--- config.mk ---
export PLATFORM = sky130hd
export DESIGN_NAME = vbc_top
export DESIGN_NICKNAME = d
export VERILOG_FILES = /design/src/core/vbc_pkg.sv /design/src/core/vbc_top.sv
export VERILOG_INCLUDE_DIRS = /design/src /design/src/core
export SDC_FILE = /design/constraint.sdc
export NUM_CORES = 1
export LEC_CHECK = 0
export ABC_AREA = 1
export BUFFER_PORTS_ARGS = -buffer_cell sky130_fd_sc_hd__buf_2
export CAP_MARGIN = 20
export CELL_PAD_IN_SITES_DETAIL_PLACEMENT = 0
export CELL_PAD_IN_SITES_GLOBAL_PLACEMENT = 1
export CORE_MARGIN = 5
export CORE_UTILIZATION = 45
export CTS_CLUSTER_SIZE = 40
export DETAILED_ROUTE_END_ITERATION = 16
export GPL_ROUTABILITY_DRIVEN = 0
export PLACE_DENSITY = 0.87
export SYNTH_ARGS = -nofsm -noshare
export SYNTH_HDL_FRONTEND = slang
export SYNTH_SLANG_ARGS = --single-unit
--- constraint.sdc ---
create_clock -name mclk -period 6.2 [get_ports mclk]
set_clock_uncertainty 0.2 [all_clocks]
set_input_delay 0.62 -clock mclk [delete_from_list [all_inputs] [get_ports mclk]]
set_output_delay 0.62 -clock mclk [all_outputs]
set_load 0.1 [all_outputs]
--- src/core/vbc_defs.svh ---
// Offsets, field positions, reset values and timing counts of the band calibration block
`ifndef VBC_DEFS_SVH
`define VBC_DEFS_SVH

// ****************************************
// Register byte offsets
// ****************************************
`define VBC_OFS_BANK1_WORD_ZERO  8'h00
`define VBC_OFS_BANK1_WORD_TWO   8'h04
`define VBC_OFS_BANK1_WORD_THREE 8'h08
`define VBC_OFS_BANK2_WORD_ZERO  8'h0C
`define VBC_OFS_BANK2_WORD_TWO   8'h10
`define VBC_OFS_BANK2_WORD_THREE 8'h14
`define VBC_OFS_CONFIG_WORD_ONE  8'h18
`define VBC_OFS_CONFIG_WORD_FIVE 8'h1C
`define VBC_OFS_READBACK_ONE     8'h20
`define VBC_OFS_IRQ_STATUS       8'h24
`define VBC_OFS_IRQ_CLEAR        8'h28
`define VBC_OFS_IRQ_ENABLE       8'h2C

// ****************************************
// Field positions
// ****************************************
`define VBC_W0_OSC_SEL   1:0
`define VBC_W0_CAL_EN    2
`define VBC_W0_DIVIDE    4:3
`define VBC_W2_DEF_BAND  6:0
`define VBC_W3_CORE_I    3:0
`define VBC_C1_FULL_DUP  0
`define VBC_C5_BUF1_I    3:0
`define VBC_C5_BUF2_I    7:4
`define VBC_RB_BAND      6:0
`define VBC_RB_FAIL      7
`define VBC_RB_BUSY      8
`define VBC_IRQ_DONE     0
`define VBC_IRQ_FAIL     1

// ****************************************
// Reset values and codes
// ****************************************
`define VBC_RST_OSC_SEL  2'h1
`define VBC_RST_CAL_EN   1'h1
`define VBC_RST_DIVIDE   2'h0
`define VBC_RST_DEF_BAND 7'h40
`define VBC_RST_CORE_I   4'h8
`define VBC_RST_BUF_I    4'h8
`define VBC_DIV_BY1      2'h0
`define VBC_DIV_BY2      2'h1
`define VBC_DIV_BY4      2'h2

// ****************************************
// Calibration length in phase-detector cycles and band count
// ****************************************
`define VBC_CAL_TOTAL_PD 1500
`define VBC_NUM_BANDS    128

`endif

--- src/core/vbc_pkg.sv ---
// Types shared by the band calibration block
package vbc_pkg;

   // Calibration sequencer states
   typedef enum logic [1:0] {
      VBC_IDLE   = 2'b00,
      VBC_SEARCH = 2'b01,
      VBC_HOLD   = 2'b10
   } vbc_state_e;

   // One programming bank
   typedef struct packed {
      logic [1:0] osc_select;
      logic       cal_enable;
      logic [1:0] output_divide;
      logic [6:0] default_band;
      logic [3:0] core_current;
   } vbc_bank_s;

   // Analog control outputs of the oscillator path
   typedef struct packed {
      logic [6:0] osc_band;
      logic [1:0] osc_select;
      logic [3:0] core_current;
      logic [2:0] div_onehot;
      logic       mixer1_lo_en;
      logic       mixer2_lo_en;
      logic [3:0] buffer1_current;
      logic [3:0] buffer2_current;
      logic       loop_lock_en;
   } vbc_lo_s;

endpackage

--- src/core/vbc_top.sv ---
// Oscillator band calibration and LO control with an APB register slave
`timescale 1ns/1ps
`include "vbc_defs.svh"

module vbc_top #(
   parameter int CAL_TOTAL_PD = `VBC_CAL_TOTAL_PD,
   parameter int NUM_BANDS    = `VBC_NUM_BANDS
) (
   // Clock and reset
   input  wire logic           mclk,
   input  wire logic           rst,
   // APB slave
   input  wire logic           psel,
   input  wire logic           penable,
   input  wire logic           pwrite,
   input  wire logic [7:0]     paddr,
   input  wire logic [31:0]    pwdata,
   output logic                pready,
   output logic [31:0]         prdata,
   output logic                pslverr,
   // Device pins and analog status
   input  wire logic           chip_enable_pin,
   input  wire logic           mixer_select_pin,
   input  wire logic           pd_tick,
   input  wire logic           osc_above_target,
   // Analog controls
   output vbc_pkg::vbc_lo_s    lo_ctrl,
   // Interrupt
   output logic                irq
);
   import vbc_pkg::*;

   // ****************************************
   // Derived constants and checks
   // ****************************************
   localparam int BAND_W  = $clog2(NUM_BANDS);
   localparam int STEP_PD = CAL_TOTAL_PD / NUM_BANDS;
   localparam int TOT_W   = $clog2(CAL_TOTAL_PD + 1);

   localparam logic [6:0]       BAND_TOP  = 7'(NUM_BANDS - 1);
   localparam logic [TOT_W-1:0] TOT_LAST  = TOT_W'(CAL_TOTAL_PD - 1);
   localparam logic [3:0]       STEP_LAST = 4'(STEP_PD - 1);

   // Logic holds a 7-bit band and a 4-bit dwell counter
   if (NUM_BANDS != 128 || STEP_PD < 1 || STEP_PD > 16 ||
       STEP_PD * NUM_BANDS > CAL_TOTAL_PD) begin : g_bad_params
      $error("vbc_top: unsupported band count or calibration length");
   end

   // ****************************************
   // Register state
   // ****************************************
   vbc_bank_s   bank_reg [2];             // Programming banks one and two
   vbc_bank_s   bank_next [2];
   logic        full_dup_reg;             // Full duplex configuration bit
   logic        full_dup_next;
   logic [7:0]  buf_i_reg;                // Both buffer current fields
   logic [7:0]  buf_i_next;
   logic [1:0]  irq_stat_reg;             // Sticky event bits
   logic [1:0]  irq_stat_next;
   logic [1:0]  irq_en_reg;               // Interrupt enables
   logic [1:0]  irq_en_next;
   logic        pready_reg;
   logic        pready_next;
   logic [31:0] prdata_reg;
   logic [31:0] prdata_next;
   logic        pslverr_reg;
   logic        pslverr_next;
   logic        irq_reg;
   logic        irq_next;

   // ****************************************
   // Calibration state
   // ****************************************
   vbc_state_e       state_reg;           // Sequencer state
   vbc_state_e       state_next;
   logic [6:0]       band_reg;            // Band driven to the oscillator
   logic [6:0]       band_next;
   logic [6:0]       result_reg;          // Last calibration result
   logic [6:0]       result_next;
   logic             fail_reg;            // Last result was an end band
   logic             fail_next;
   logic [TOT_W-1:0] total_reg;           // Cycles since start of selection
   logic [TOT_W-1:0] total_next;
   logic [3:0]       dwell_reg;           // Cycles spent on current band
   logic [3:0]       dwell_next;
   logic             lock_reg;            // Loop locking allowed
   logic             lock_next;
   logic             en_prev_reg;         // Enable pin one cycle ago
   logic             ev_done;             // Calibration finished this cycle
   logic             ev_fail;             // Finished at an end band

   // ****************************************
   // Output state
   // ****************************************
   vbc_lo_s     lo_reg;
   vbc_lo_s     lo_next;

   // Shared decodes
   logic        setup_ph;                 // APB setup cycle
   logic        wr_en;                    // Write completes at this edge
   logic        act_bank;                 // Active bank index
   vbc_bank_s   act;                      // Fields of the active bank

   assign setup_ph = psel & ~penable;
   assign wr_en    = psel & penable & pready_reg & pwrite;
   assign act_bank = mixer_select_pin;
   assign act      = bank_reg[act_bank];

   // ****************************************
   // Register file next values
   // ****************************************
   always_comb begin
      bank_next     = bank_reg;
      full_dup_next = full_dup_reg;
      buf_i_next    = buf_i_reg;
      irq_en_next   = irq_en_reg;
      irq_stat_next = irq_stat_reg;
      pready_next   = setup_ph;
      prdata_next   = 32'h0000_0000;
      pslverr_next  = 1'b0;
      // Read data and error are prepared during setup
      if (setup_ph) begin
         unique case (paddr)
            `VBC_OFS_BANK1_WORD_ZERO, `VBC_OFS_BANK2_WORD_ZERO: begin
               prdata_next[`VBC_W0_OSC_SEL] = bank_reg[paddr[3]].osc_select;
               prdata_next[`VBC_W0_CAL_EN]  = bank_reg[paddr[3]].cal_enable;
               prdata_next[`VBC_W0_DIVIDE]  = bank_reg[paddr[3]].output_divide;
            end
            `VBC_OFS_BANK1_WORD_TWO: prdata_next[`VBC_W2_DEF_BAND] = bank_reg[0].default_band;
            `VBC_OFS_BANK2_WORD_TWO: prdata_next[`VBC_W2_DEF_BAND] = bank_reg[1].default_band;
            `VBC_OFS_BANK1_WORD_THREE: prdata_next[`VBC_W3_CORE_I] = bank_reg[0].core_current;
            `VBC_OFS_BANK2_WORD_THREE: prdata_next[`VBC_W3_CORE_I] = bank_reg[1].core_current;
            `VBC_OFS_CONFIG_WORD_ONE: prdata_next[`VBC_C1_FULL_DUP] = full_dup_reg;
            `VBC_OFS_CONFIG_WORD_FIVE: prdata_next[7:0] = buf_i_reg;
            `VBC_OFS_READBACK_ONE: begin
               prdata_next[`VBC_RB_BAND] = result_reg;
               prdata_next[`VBC_RB_FAIL] = fail_reg;
               prdata_next[`VBC_RB_BUSY] = (state_reg != VBC_IDLE);
            end
            `VBC_OFS_IRQ_STATUS: prdata_next[1:0] = irq_stat_reg;
            `VBC_OFS_IRQ_CLEAR: prdata_next = 32'h0000_0000;
            `VBC_OFS_IRQ_ENABLE: prdata_next[1:0] = irq_en_reg;
            default: pslverr_next = 1'b1;
         endcase
      end
      // Writes take effect at the access edge
      if (wr_en) begin
         unique case (paddr)
            `VBC_OFS_BANK1_WORD_ZERO, `VBC_OFS_BANK2_WORD_ZERO: begin
               bank_next[paddr[3]].osc_select    = pwdata[`VBC_W0_OSC_SEL];
               bank_next[paddr[3]].cal_enable    = pwdata[`VBC_W0_CAL_EN];
               bank_next[paddr[3]].output_divide = pwdata[`VBC_W0_DIVIDE];
            end
            `VBC_OFS_BANK1_WORD_TWO: bank_next[0].default_band = pwdata[`VBC_W2_DEF_BAND];
            `VBC_OFS_BANK2_WORD_TWO: bank_next[1].default_band = pwdata[`VBC_W2_DEF_BAND];
            `VBC_OFS_BANK1_WORD_THREE: bank_next[0].core_current = pwdata[`VBC_W3_CORE_I];
            `VBC_OFS_BANK2_WORD_THREE: bank_next[1].core_current = pwdata[`VBC_W3_CORE_I];
            `VBC_OFS_CONFIG_WORD_ONE: full_dup_next = pwdata[`VBC_C1_FULL_DUP];
            `VBC_OFS_CONFIG_WORD_FIVE: buf_i_next = pwdata[7:0];
            `VBC_OFS_IRQ_CLEAR: irq_stat_next = irq_stat_reg & ~pwdata[1:0];
            `VBC_OFS_IRQ_ENABLE: irq_en_next = pwdata[1:0];
            default: begin
               // Read-only and unmapped words ignore writes
            end
         endcase
      end
      // Events set after the clear, so a coincident event survives
      if (ev_done) begin
         irq_stat_next[`VBC_IRQ_DONE] = 1'b1;
      end
      if (ev_fail) begin
         irq_stat_next[`VBC_IRQ_FAIL] = 1'b1;
      end
      irq_next = |(irq_stat_next & irq_en_next);
   end

   // Register file flops
   always_ff @(posedge mclk or posedge rst) begin
      if (rst) begin
         for (int b = 0; b < 2; b++) begin
            bank_reg[b] <= '{osc_select:    `VBC_RST_OSC_SEL,
                             cal_enable:    `VBC_RST_CAL_EN,
                             output_divide: `VBC_RST_DIVIDE,
                             default_band:  `VBC_RST_DEF_BAND,
                             core_current:  `VBC_RST_CORE_I};
         end
         full_dup_reg <= 1'b0;
         buf_i_reg    <= {`VBC_RST_BUF_I, `VBC_RST_BUF_I};
         irq_stat_reg <= 2'h0;
         irq_en_reg   <= 2'h0;
         pready_reg   <= 1'b0;
         prdata_reg   <= 32'h0000_0000;
         pslverr_reg  <= 1'b0;
         irq_reg      <= 1'b0;
      end else begin
         bank_reg     <= bank_next;
         full_dup_reg <= full_dup_next;
         buf_i_reg    <= buf_i_next;
         irq_stat_reg <= irq_stat_next;
         irq_en_reg   <= irq_en_next;
         pready_reg   <= pready_next;
         prdata_reg   <= prdata_next;
         pslverr_reg  <= pslverr_next;
         irq_reg      <= irq_next;
      end
   end

   // ****************************************
   // Band calibration sequencer
   // ****************************************
   always_comb begin
      state_next  = state_reg;
      band_next   = band_reg;
      result_next = result_reg;
      fail_next   = fail_reg;
      total_next  = total_reg;
      dwell_next  = dwell_reg;
      lock_next   = lock_reg;
      ev_done     = 1'b0;
      ev_fail     = 1'b0;
      unique case (state_reg)
         VBC_IDLE: begin
            // Enable low stops locking until the next rise
            if (!chip_enable_pin) begin
               lock_next = 1'b0;
            end else if (!en_prev_reg) begin
               if (act.cal_enable) begin
                  // Start from no added capacitance, no locking yet
                  state_next = VBC_SEARCH;
                  band_next  = 7'h00;
                  total_next = '0;
                  dwell_next = 4'h0;
                  lock_next  = 1'b0;
               end else begin
                  // Stored band is applied with no search
                  band_next = act.default_band;
                  lock_next = 1'b1;
               end
            end
         end
         VBC_SEARCH: begin
            if (!chip_enable_pin) begin
               state_next = VBC_IDLE;
            end else if (pd_tick) begin
               total_next = total_reg + 1'b1;
               dwell_next = dwell_reg + 1'b1;
               if (dwell_reg == STEP_LAST) begin
                  dwell_next = 4'h0;
                  // Add one more capacitor while still too fast
                  if (osc_above_target && band_reg != BAND_TOP) begin
                     band_next = band_reg + 1'b1;
                  end else begin
                     state_next = VBC_HOLD;
                  end
               end
            end
         end
         VBC_HOLD: begin
            if (!chip_enable_pin) begin
               state_next = VBC_IDLE;
            end else if (pd_tick) begin
               total_next = total_reg + 1'b1;
               // Released at the fixed length, however early the search stopped
               if (total_reg >= TOT_LAST) begin
                  state_next  = VBC_IDLE;
                  result_next = band_reg;
                  fail_next   = (band_reg == BAND_TOP) ||
                                (band_reg == 7'h00);
                  ev_done     = 1'b1;
                  ev_fail     = fail_next;
                  lock_next   = 1'b1;
               end
            end
         end
         default: begin
            state_next = VBC_IDLE;
         end
      endcase
   end

   // Sequencer flops
   always_ff @(posedge mclk or posedge rst) begin
      if (rst) begin
         state_reg   <= VBC_IDLE;
         band_reg    <= `VBC_RST_DEF_BAND;
         result_reg  <= 7'h00;
         fail_reg    <= 1'b0;
         total_reg   <= '0;
         dwell_reg   <= 4'h0;
         lock_reg    <= 1'b0;
         en_prev_reg <= 1'b0;
      end else begin
         state_reg   <= state_next;
         band_reg    <= band_next;
         result_reg  <= result_next;
         fail_reg    <= fail_next;
         total_reg   <= total_next;
         dwell_reg   <= dwell_next;
         lock_reg    <= lock_next;
         en_prev_reg <= chip_enable_pin;
      end
   end

   // ****************************************
   // Analog control outputs
   // ****************************************
   always_comb begin
      lo_next.osc_band        = band_next;
      lo_next.osc_select      = act.osc_select;
      lo_next.core_current    = act.core_current;
      // Divider choice; the unused code falls back to divide by one
      unique case (act.output_divide)
         `VBC_DIV_BY2: lo_next.div_onehot = 3'b010;
         `VBC_DIV_BY4: lo_next.div_onehot = 3'b100;
         default:      lo_next.div_onehot = 3'b001;
      endcase
      // Full duplex feeds both mixers, otherwise the pin decides
      lo_next.mixer1_lo_en    = full_dup_reg | ~mixer_select_pin;
      lo_next.mixer2_lo_en    = full_dup_reg | mixer_select_pin;
      lo_next.buffer1_current = buf_i_reg[`VBC_C5_BUF1_I];
      lo_next.buffer2_current = buf_i_reg[`VBC_C5_BUF2_I];
      lo_next.loop_lock_en    = lock_next;
   end

   // Output flops
   always_ff @(posedge mclk or posedge rst) begin
      if (rst) begin
         lo_reg <= '{osc_band:        `VBC_RST_DEF_BAND,
                     osc_select:      `VBC_RST_OSC_SEL,
                     core_current:    `VBC_RST_CORE_I,
                     div_onehot:      3'b001,
                     mixer1_lo_en:    1'b1,
                     mixer2_lo_en:    1'b0,
                     buffer1_current: `VBC_RST_BUF_I,
                     buffer2_current: `VBC_RST_BUF_I,
                     loop_lock_en:    1'b0};
      end else begin
         lo_reg <= lo_next;
      end
   end

   assign lo_ctrl = lo_reg;
   assign pready  = pready_reg;
   assign prdata  = prdata_reg;
   assign pslverr = pslverr_reg;
   assign irq     = irq_reg;

endmodule

==> results of run 1 <==
## worst max-delay path by stage
stage	to	slack, ns	start	cells after the start
final	lo_ctrl[26]	3.95	state_reg[1]	8
after global placement	bank_reg[20]	3.78	psel	6
after floorplan	bank_reg[0]	2.51	rst	1
after detailed placement	bank_reg[20]	3.76	psel	6
after global routing	lo_ctrl[26]	3.77	state_reg[1]	8
after CTS	lo_ctrl[26]	3.94	state_reg[1]	8
## layout make-up
type,count,area share [%]
Clock buffer,10,3.64
Clock inverter,6,1.16
Sequential cell,110,42.2
Timing Repair Buffer,65,5.33
Tap cell,176,3.35
Multi-Input combinational cell,512,40.1
Inverter,72,4.23
## synthesized netlist by cell type (all sizes together) (3+ instances only)
cell type  count
nor3           4
inv           70
nor2          62
nand2        215
a31oi          3
nand4         10
or2            3
o21ai         87
dfrtp         93
a21oi          8
clkbuf         3
o22ai          5
mux2i          6
dfstp         17
buf           34
nand3         62
ha            10
## kinds of logic after synthesis
kind of cell / after synthesis / share of synthesized area [%]
compound gates: 108 / 10.8
xor+xnor: 4 / 0.592
fa+ha+maj: 10 / 2.11
buf+inv: 109 / 10.0
flops: 110 / 46.9
mux: 7 / 1.27
other cells: 1 / 0.0634
simple gates: 360 / 28.2
## power breakdown
part	internal, W	switching [W]
Sequential	0.000768	0.0000479
Combinational	0.000138	0.000430
Clock	0.000332	0.000274
## critical path: stages, from the launching register on
cell and delay [ns]:
dfrtp_1 0.41, inv_1 0.09, ha_1 0.48, inv_2 0.13, a31oi_1 0.33, nor2_1 0.07
and2_4 0.21, or2_0 0.21, nand2_1 0.06
## through the flow
stage	hold slack (ns)	worst slack (ns)	utilization, %	instances
floorplan	0.160	2.51	-	731
detailed placement	0.169	3.76	47.6	934
global placement	0.170	3.78	47.6	934
global route	0.0558	3.77	50.2	951
finish	0.0360	3.95	50.2	951
CTS	0.0362	3.94	50.0	950
## metal layers
layer / vias up / track usage [%] / routed length (µm)
met5: - / 0 / 0
met1: 2220 / 23.1 / 6050
met3: 20 / 4.85 / 876
met2: 156 / 29.0 / 6430
met4: 0 / 6.38 / 280
li1: 2376 / - / -
==> impl_metrics.env, run 1 <==
export IMPL_multiInputGateArea_um2=2630
export IMPL_synth_area_leaders="dfrtp_1, nand2_1, dfstp_2"
export IMPL_die_width_um=125
export IMPL_ff2ff_setup_slack_ns=3.95
export IMPL_port_buffers=63
export IMPL_core_area_um2=13100
export IMPL_cap_violations=0
export IMPL_synthCells=709
export IMPL_holdBufCountCts=0
export IMPL_numClockSinks=110
export IMPL_min_period_ns=2.25
export IMPL_drive_above_1_share_pct=23.4
export IMPL_diodes=0
export IMPL_largest_reg_flops=32
export IMPL_r2r_start="state_reg[1]"
export IMPL_htree_levels=3
export IMPL_cp_required_ns=6.31
export IMPL_ys_flop_type="dfrtp_1"
export IMPL_critPathLaunchType="flip-flop"
export IMPL_tightest_slew_ns=0.895
export IMPL_start_util_pct=45.2
export IMPL_dpl_cell_area_um2=6230
export IMPL_total_power_w=0.00199
export IMPL_min_path_type="in -> async"
export IMPL_cts_max_path_buffers=2
export IMPL_numCtsBuffers=9
export IMPL_peakVddDrop_mv=0.297
export IMPL_syn_area_per_cell_um2=8.35
export IMPL_mostFrequentLayoutCells="nand2_1, dfrtp_1, buf_2"
export IMPL_grt_pass1_vias=4584
export IMPL_design_area_um2=6570
export IMPL_vias=4772
export IMPL_post_cts_resized=0
export IMPL_clk_latency_ns=0.36
export IMPL_cts_tree="yes"
export IMPL_dp_hpwl_um=10200
export IMPL_synth_top_area_share_pct=39.3
export IMPL_yosysUniqueCellTypes=43
export IMPL_nNetsFinal=829
export IMPL_wl_um=13600
export IMPL_slew_headroom_pct=40.2
export IMPL_dr_pass1_iters=5
export IMPL_grt_overflow=0
export IMPL_vias_per_cell=5.02
export IMPL_ys_warn_count=0
export IMPL_grt_max_degree=85
export IMPL_ys_seq_elements=110
export IMPL_post_cts_buffers=0
export IMPL_yosysSeqAreaShare_pct=46.9
export IMPL_die_h_um=125
export IMPL_power_density_nw_per_um2=303
export IMPL_finalHoldViolCount=0
export IMPL_period_share_pct=36.3
export IMPL_critPathMaxFanout=14
export IMPL_fmax_mhz=445
export IMPL_grt_pass1_wl_um=22500
export IMPL_report_final_slew_viol_count=0
export IMPL_regArea_um2=2770
export IMPL_crit_path_end_kind="flip-flop"
export IMPL_clkTransAtPathRegs_ns=0.07
export IMPL_remaining_drc_errors=0
export IMPL_status="complete, no violations"
export IMPL_synth_area_leader_cell="dfrtp_1"
export IMPL_dieArea_um2=15500
export IMPL_nFillCells=1272
export IMPL_reg2reg_depth=8
export IMPL_syn_area_um2=5920
export IMPL_wire_per_inst_um=14.3
export IMPL_num_rows=42
export IMPL_mostFrequentLayoutCell="nand2_1"
export IMPL_crit_type="reg -> reg"
export IMPL_finalSetupTns_ns=0
export IMPL_cts_root_buf="clkbuf_16"
export IMPL_synth_edff_count=0
export IMPL_synthArstFlopShare_pct=100
export IMPL_rsz0062_at_grt="false"
export IMPL_first_iter_violations=314
export IMPL_power_leakage_nw=3.26
export IMPL_ant_nets=0
export IMPL_crit_arrival_ns=2.36
export IMPL_areaGrowthSynthToFinish_pct=11.0
export IMPL_pin_count=111
export IMPL_finalSetupViolations=0
export IMPL_r2r_end="lo_ctrl[26]"
export IMPL_grt_usage_pct=17.9
export IMPL_antenna_found_initial=0
(Power assumes the default switching activity.)
==> inputs of run 2 (changes only) <==
Settings changed: ABC_AREA 1 to 0, CORE_UTILIZATION 45 to 39, PLACE_DENSITY 0.87 to 0.77.
Clock period 6.2 ns to 1.85 ns, I/O delays scaled along.
==> run 2 against run 1 <==
The run now ends with negative setup slack left. Combinational power rose to 4.6 times the previous value. Final area rose by 16%. First-iteration DRC count fell by 12%. Worst setup slack got worse by 4.2 ns. Non-clock buffer count rose by 104. Fmax rose by 9.2%. Sequential cell count did not move. Routed wire length rose by 12%. Critical path type unchanged. Largest cell class is now multi-input gates. Highest routed layer unchanged.
==> impl_metrics.env, run 2 <==
export IMPL_cap_violations=0
export IMPL_remaining_drc_errors=0
export IMPL_wl_um=15300
export IMPL_core_area_um2=14000
export IMPL_critical_path_cell_chain="ha_2 > a211o_1 > a311oi_2 > o31ai_2 > and2_4 > a221o_1"
export IMPL_cts_root_buf="clkbuf_16"
export IMPL_crit_path_end_kind="flip-flop"
export IMPL_seq_power_share_pct=36.6
export IMPL_yosysUniqueCellTypes=60
export IMPL_synth_top_area_share_pct=41.6
export IMPL_ys_seq_elements=110
export IMPL_power_density_nw_per_um2=937
export IMPL_ys_warn_count=0
export IMPL_htree_levels=3
export IMPL_power_leakage_nw=3.67
export IMPL_clkPwrFrac_pct=26.9
export IMPL_r2r_start="total_reg[1]"
export IMPL_min_path_type="in -> reg"
export IMPL_ant_nets=0
export IMPL_clk_latency_ns=0.36
export IMPL_cts_max_path_buffers=2
export IMPL_failed_checks="negative setup slack"
export IMPL_yosysSeqAreaShare_pct=49.6
export IMPL_rsz0062_at_grt="true"
export IMPL_slowest_stage="dfrtp_1"
export IMPL_nFillCells=1216
export IMPL_grt_overflow=0
export IMPL_mostFrequentLayoutCells="dfrtp_1, buf_4, buf_2"
export IMPL_status="complete, but fails checks"
export IMPL_numCtsBuffers=9
export IMPL_crit_path_max_incr_delay_ns=0.41
export IMPL_comb_power_share_pct=36.5
export IMPL_drive_above_1_share_pct=48.0
export IMPL_numPlacedInstances=819
export IMPL_dpl_cell_area_um2=6800
export IMPL_yosysMostFrequentCell="dfrtp_1"
export IMPL_first_iter_violations=276
export IMPL_timing_final_ws_setup_ns=-0.208
export IMPL_design_area_um2=7630
export IMPL_crit_type="reg -> reg"
export IMPL_swShare_pct=38.3
export IMPL_synthCells=515
export IMPL_num_rows=43
export IMPL_min_to="pready"
export IMPL_cts_tree="yes"
export IMPL_mostFrequentLayoutCell="dfrtp_1"
export IMPL_min_from="psel"
export IMPL_grt_pass1_vias=4576
export IMPL_grt_max_degree=77
export IMPL_vias=4508
export IMPL_syn_area_per_cell_um2=10.9
export IMPL_grt_pass1_wl_um=24100
export IMPL_grt_usage_pct=18.3
export IMPL_crit_arrival_ns=2.10
export IMPL_dieArea_um2=16800
export IMPL_antenna_found_initial=0
export IMPL_fmax_mhz=486
export IMPL_port_buffers=63
export IMPL_pin_count=111
export IMPL_synthArstFlopShare_pct=100
export IMPL_period_share_pct=111
export IMPL_ys_flop_type="dfrtp_1"
export IMPL_vias_per_cell=5.26
export IMPL_p_int_w=0.00442
export IMPL_synth_edff_count=0
export IMPL_dp_hpwl_um=10900
export IMPL_die_h_um=130
export IMPL_synth_area_leader_cell="dfrtp_1"
export IMPL_peakVddDrop_mv=0.764
export IMPL_dr_pass1_iters=5
export IMPL_largest_reg_flops=32
export IMPL_clkTransAtPathRegs_ns=0.08
export IMPL_hold_path_depth=3
export IMPL_ff2ff_setup_slack_ns=-0.21
export IMPL_fin_cells=857
export IMPL_cp_required_ns=1.89
export IMPL_synth_area_leaders="dfrtp_1, mux2_2, dfstp_2"
export IMPL_critPathLaunchType="flip-flop"
export IMPL_start_util_pct=40.0
export IMPL_die_width_um=130
export IMPL_finalSetupTns_ns=-2.26
export IMPL_syn_area_um2=5590
export IMPL_finalSetupViolations=23
export IMPL_min_period_ns=2.06
export IMPL_critPathMaxFanout=3
export IMPL_nNetsFinal=731
export IMPL_reg2reg_depth=6
export IMPL_p_sw_w=0.00274
export IMPL_finalHoldViolCount=0
export IMPL_r2r_end="state_reg[0]"
export IMPL_areaGrowthSynthToFinish_pct=36.4
export IMPL_wire_per_inst_um=17.8
export IMPL_numClockSinks=110
export IMPL_synthTopCellsByCount="dfrtp_1, mux2_2, nand2_1"
export IMPL_report_final_slew_viol_count=0
export IMPL_diodes=0
run 2: cell types whose count changed after synthesis, sizes merged, moves of 11 or more:
cell,before,now
nand2,215,45
o21ai,87,27
mux2,1,58
inv,70,15
nand3,62,12
nor2,62,31
a21oi,8,22
a22o,0,11
run 2: cell type report:
type                    instances  area (µm²)  area share [%]
flip-flops and latches        110        2780            36.5
multi-input cells             367        3050            39.9
well taps                     180         225            2.95
repair buffers                169        1220            16.1
clock buffers                   9         225            2.95
clock inverters                 7        65.1           0.853
inverters                      15        60.1           0.787
run 2: cell families after synthesis:
kind of cell	after synthesis	synth area share, %
buffers and inverters	60	5.99
multiplexers	71	14.2
AND/OR/NAND/NOR	148	13.8
flip-flops	110	49.6
adder cells (fa/ha/maj)	10	2.24
AO/OA/AOI/OAI	106	12.7
other	1	0.0670
XOR/XNOR	9	1.41
run 2: worst max path at each step:
stage | cells past startpoint | startpoint | end | slack, ns
6_report | 6 | total_reg[1] | state_reg[0] | -0.21
5_1_grt | 7 | total_reg[1] | state_reg[1] | -0.31
4_1_cts | 6 | total_reg[1] | state_reg[0] | -0.20
3_5_place_dp | 6 | total_reg[0] | state_reg[0] | -0.21
3_3_place_gp | 6 | total_reg[0] | result_reg[4] | -0.18
2_1_floorplan | 6 | lo_ctrl[22] | state_reg[0] | -0.34
run 2: power groups by stage:
stage	Clock [W]	Combinational (W)	Sequential, W
6_report	0.00192	0.00261	0.00262
5_1_grt	0.00205	0.00277	0.00263
4_1_cts	0.00195	0.00229	0.00262
3_5_place_dp	0	0.00200	0.00266
3_3_place_gp	0	0.00198	0.00266
2_1_floorplan	0	0.00105	0.00306
run 2: what timing repair did:
| item | CTS | global route |
|---|---|---|
| setup buffers | 13 | 3 |
| hold buffers | 8 | 0 |
| pin swaps | 20 | 19 |
| endpoints found under the setup margin | 33 | 36 |
| cloned | 0 | 0 |
| resized for setup | 34 | 45 |
| endpoints found under the hold margin | 120 | 0 |
run 2: critical path, delay by kind of cell (launching register included):
kind | cells | cell delay (ns)
flops | 1 | 0.41
compound gates | 4 | 0.96
fa+ha+maj | 1 | 0.20
simple gates | 1 | 0.17
run 2: routing by layer:
layer | GRT usage, % | routed length (µm) | vias up
li1 | - | - | 2123
met1 | 24.4 | 6670 | 2243
met2 | 30.6 | 7560 | 121
met3 | 2.95 | 751 | 21
met4 | 6.17 | 274 | 0
met5 | 0 | 0 | -
run 2: per-stage QoR:
stage	total power, W	worst slack [ns]	utilization [%]	hold slack (ns)
after floorplan	0.00411	-0.339	-	0.0164
after global routing	0.00745	-0.309	54.5	0.0284
after global placement	0.00464	-0.177	48.6	0.143
after detailed placement	0.00467	-0.206	48.6	0.160
after CTS	0.00686	-0.203	53.0	0.0222
final	0.00715	-0.208	54.5	0.0152
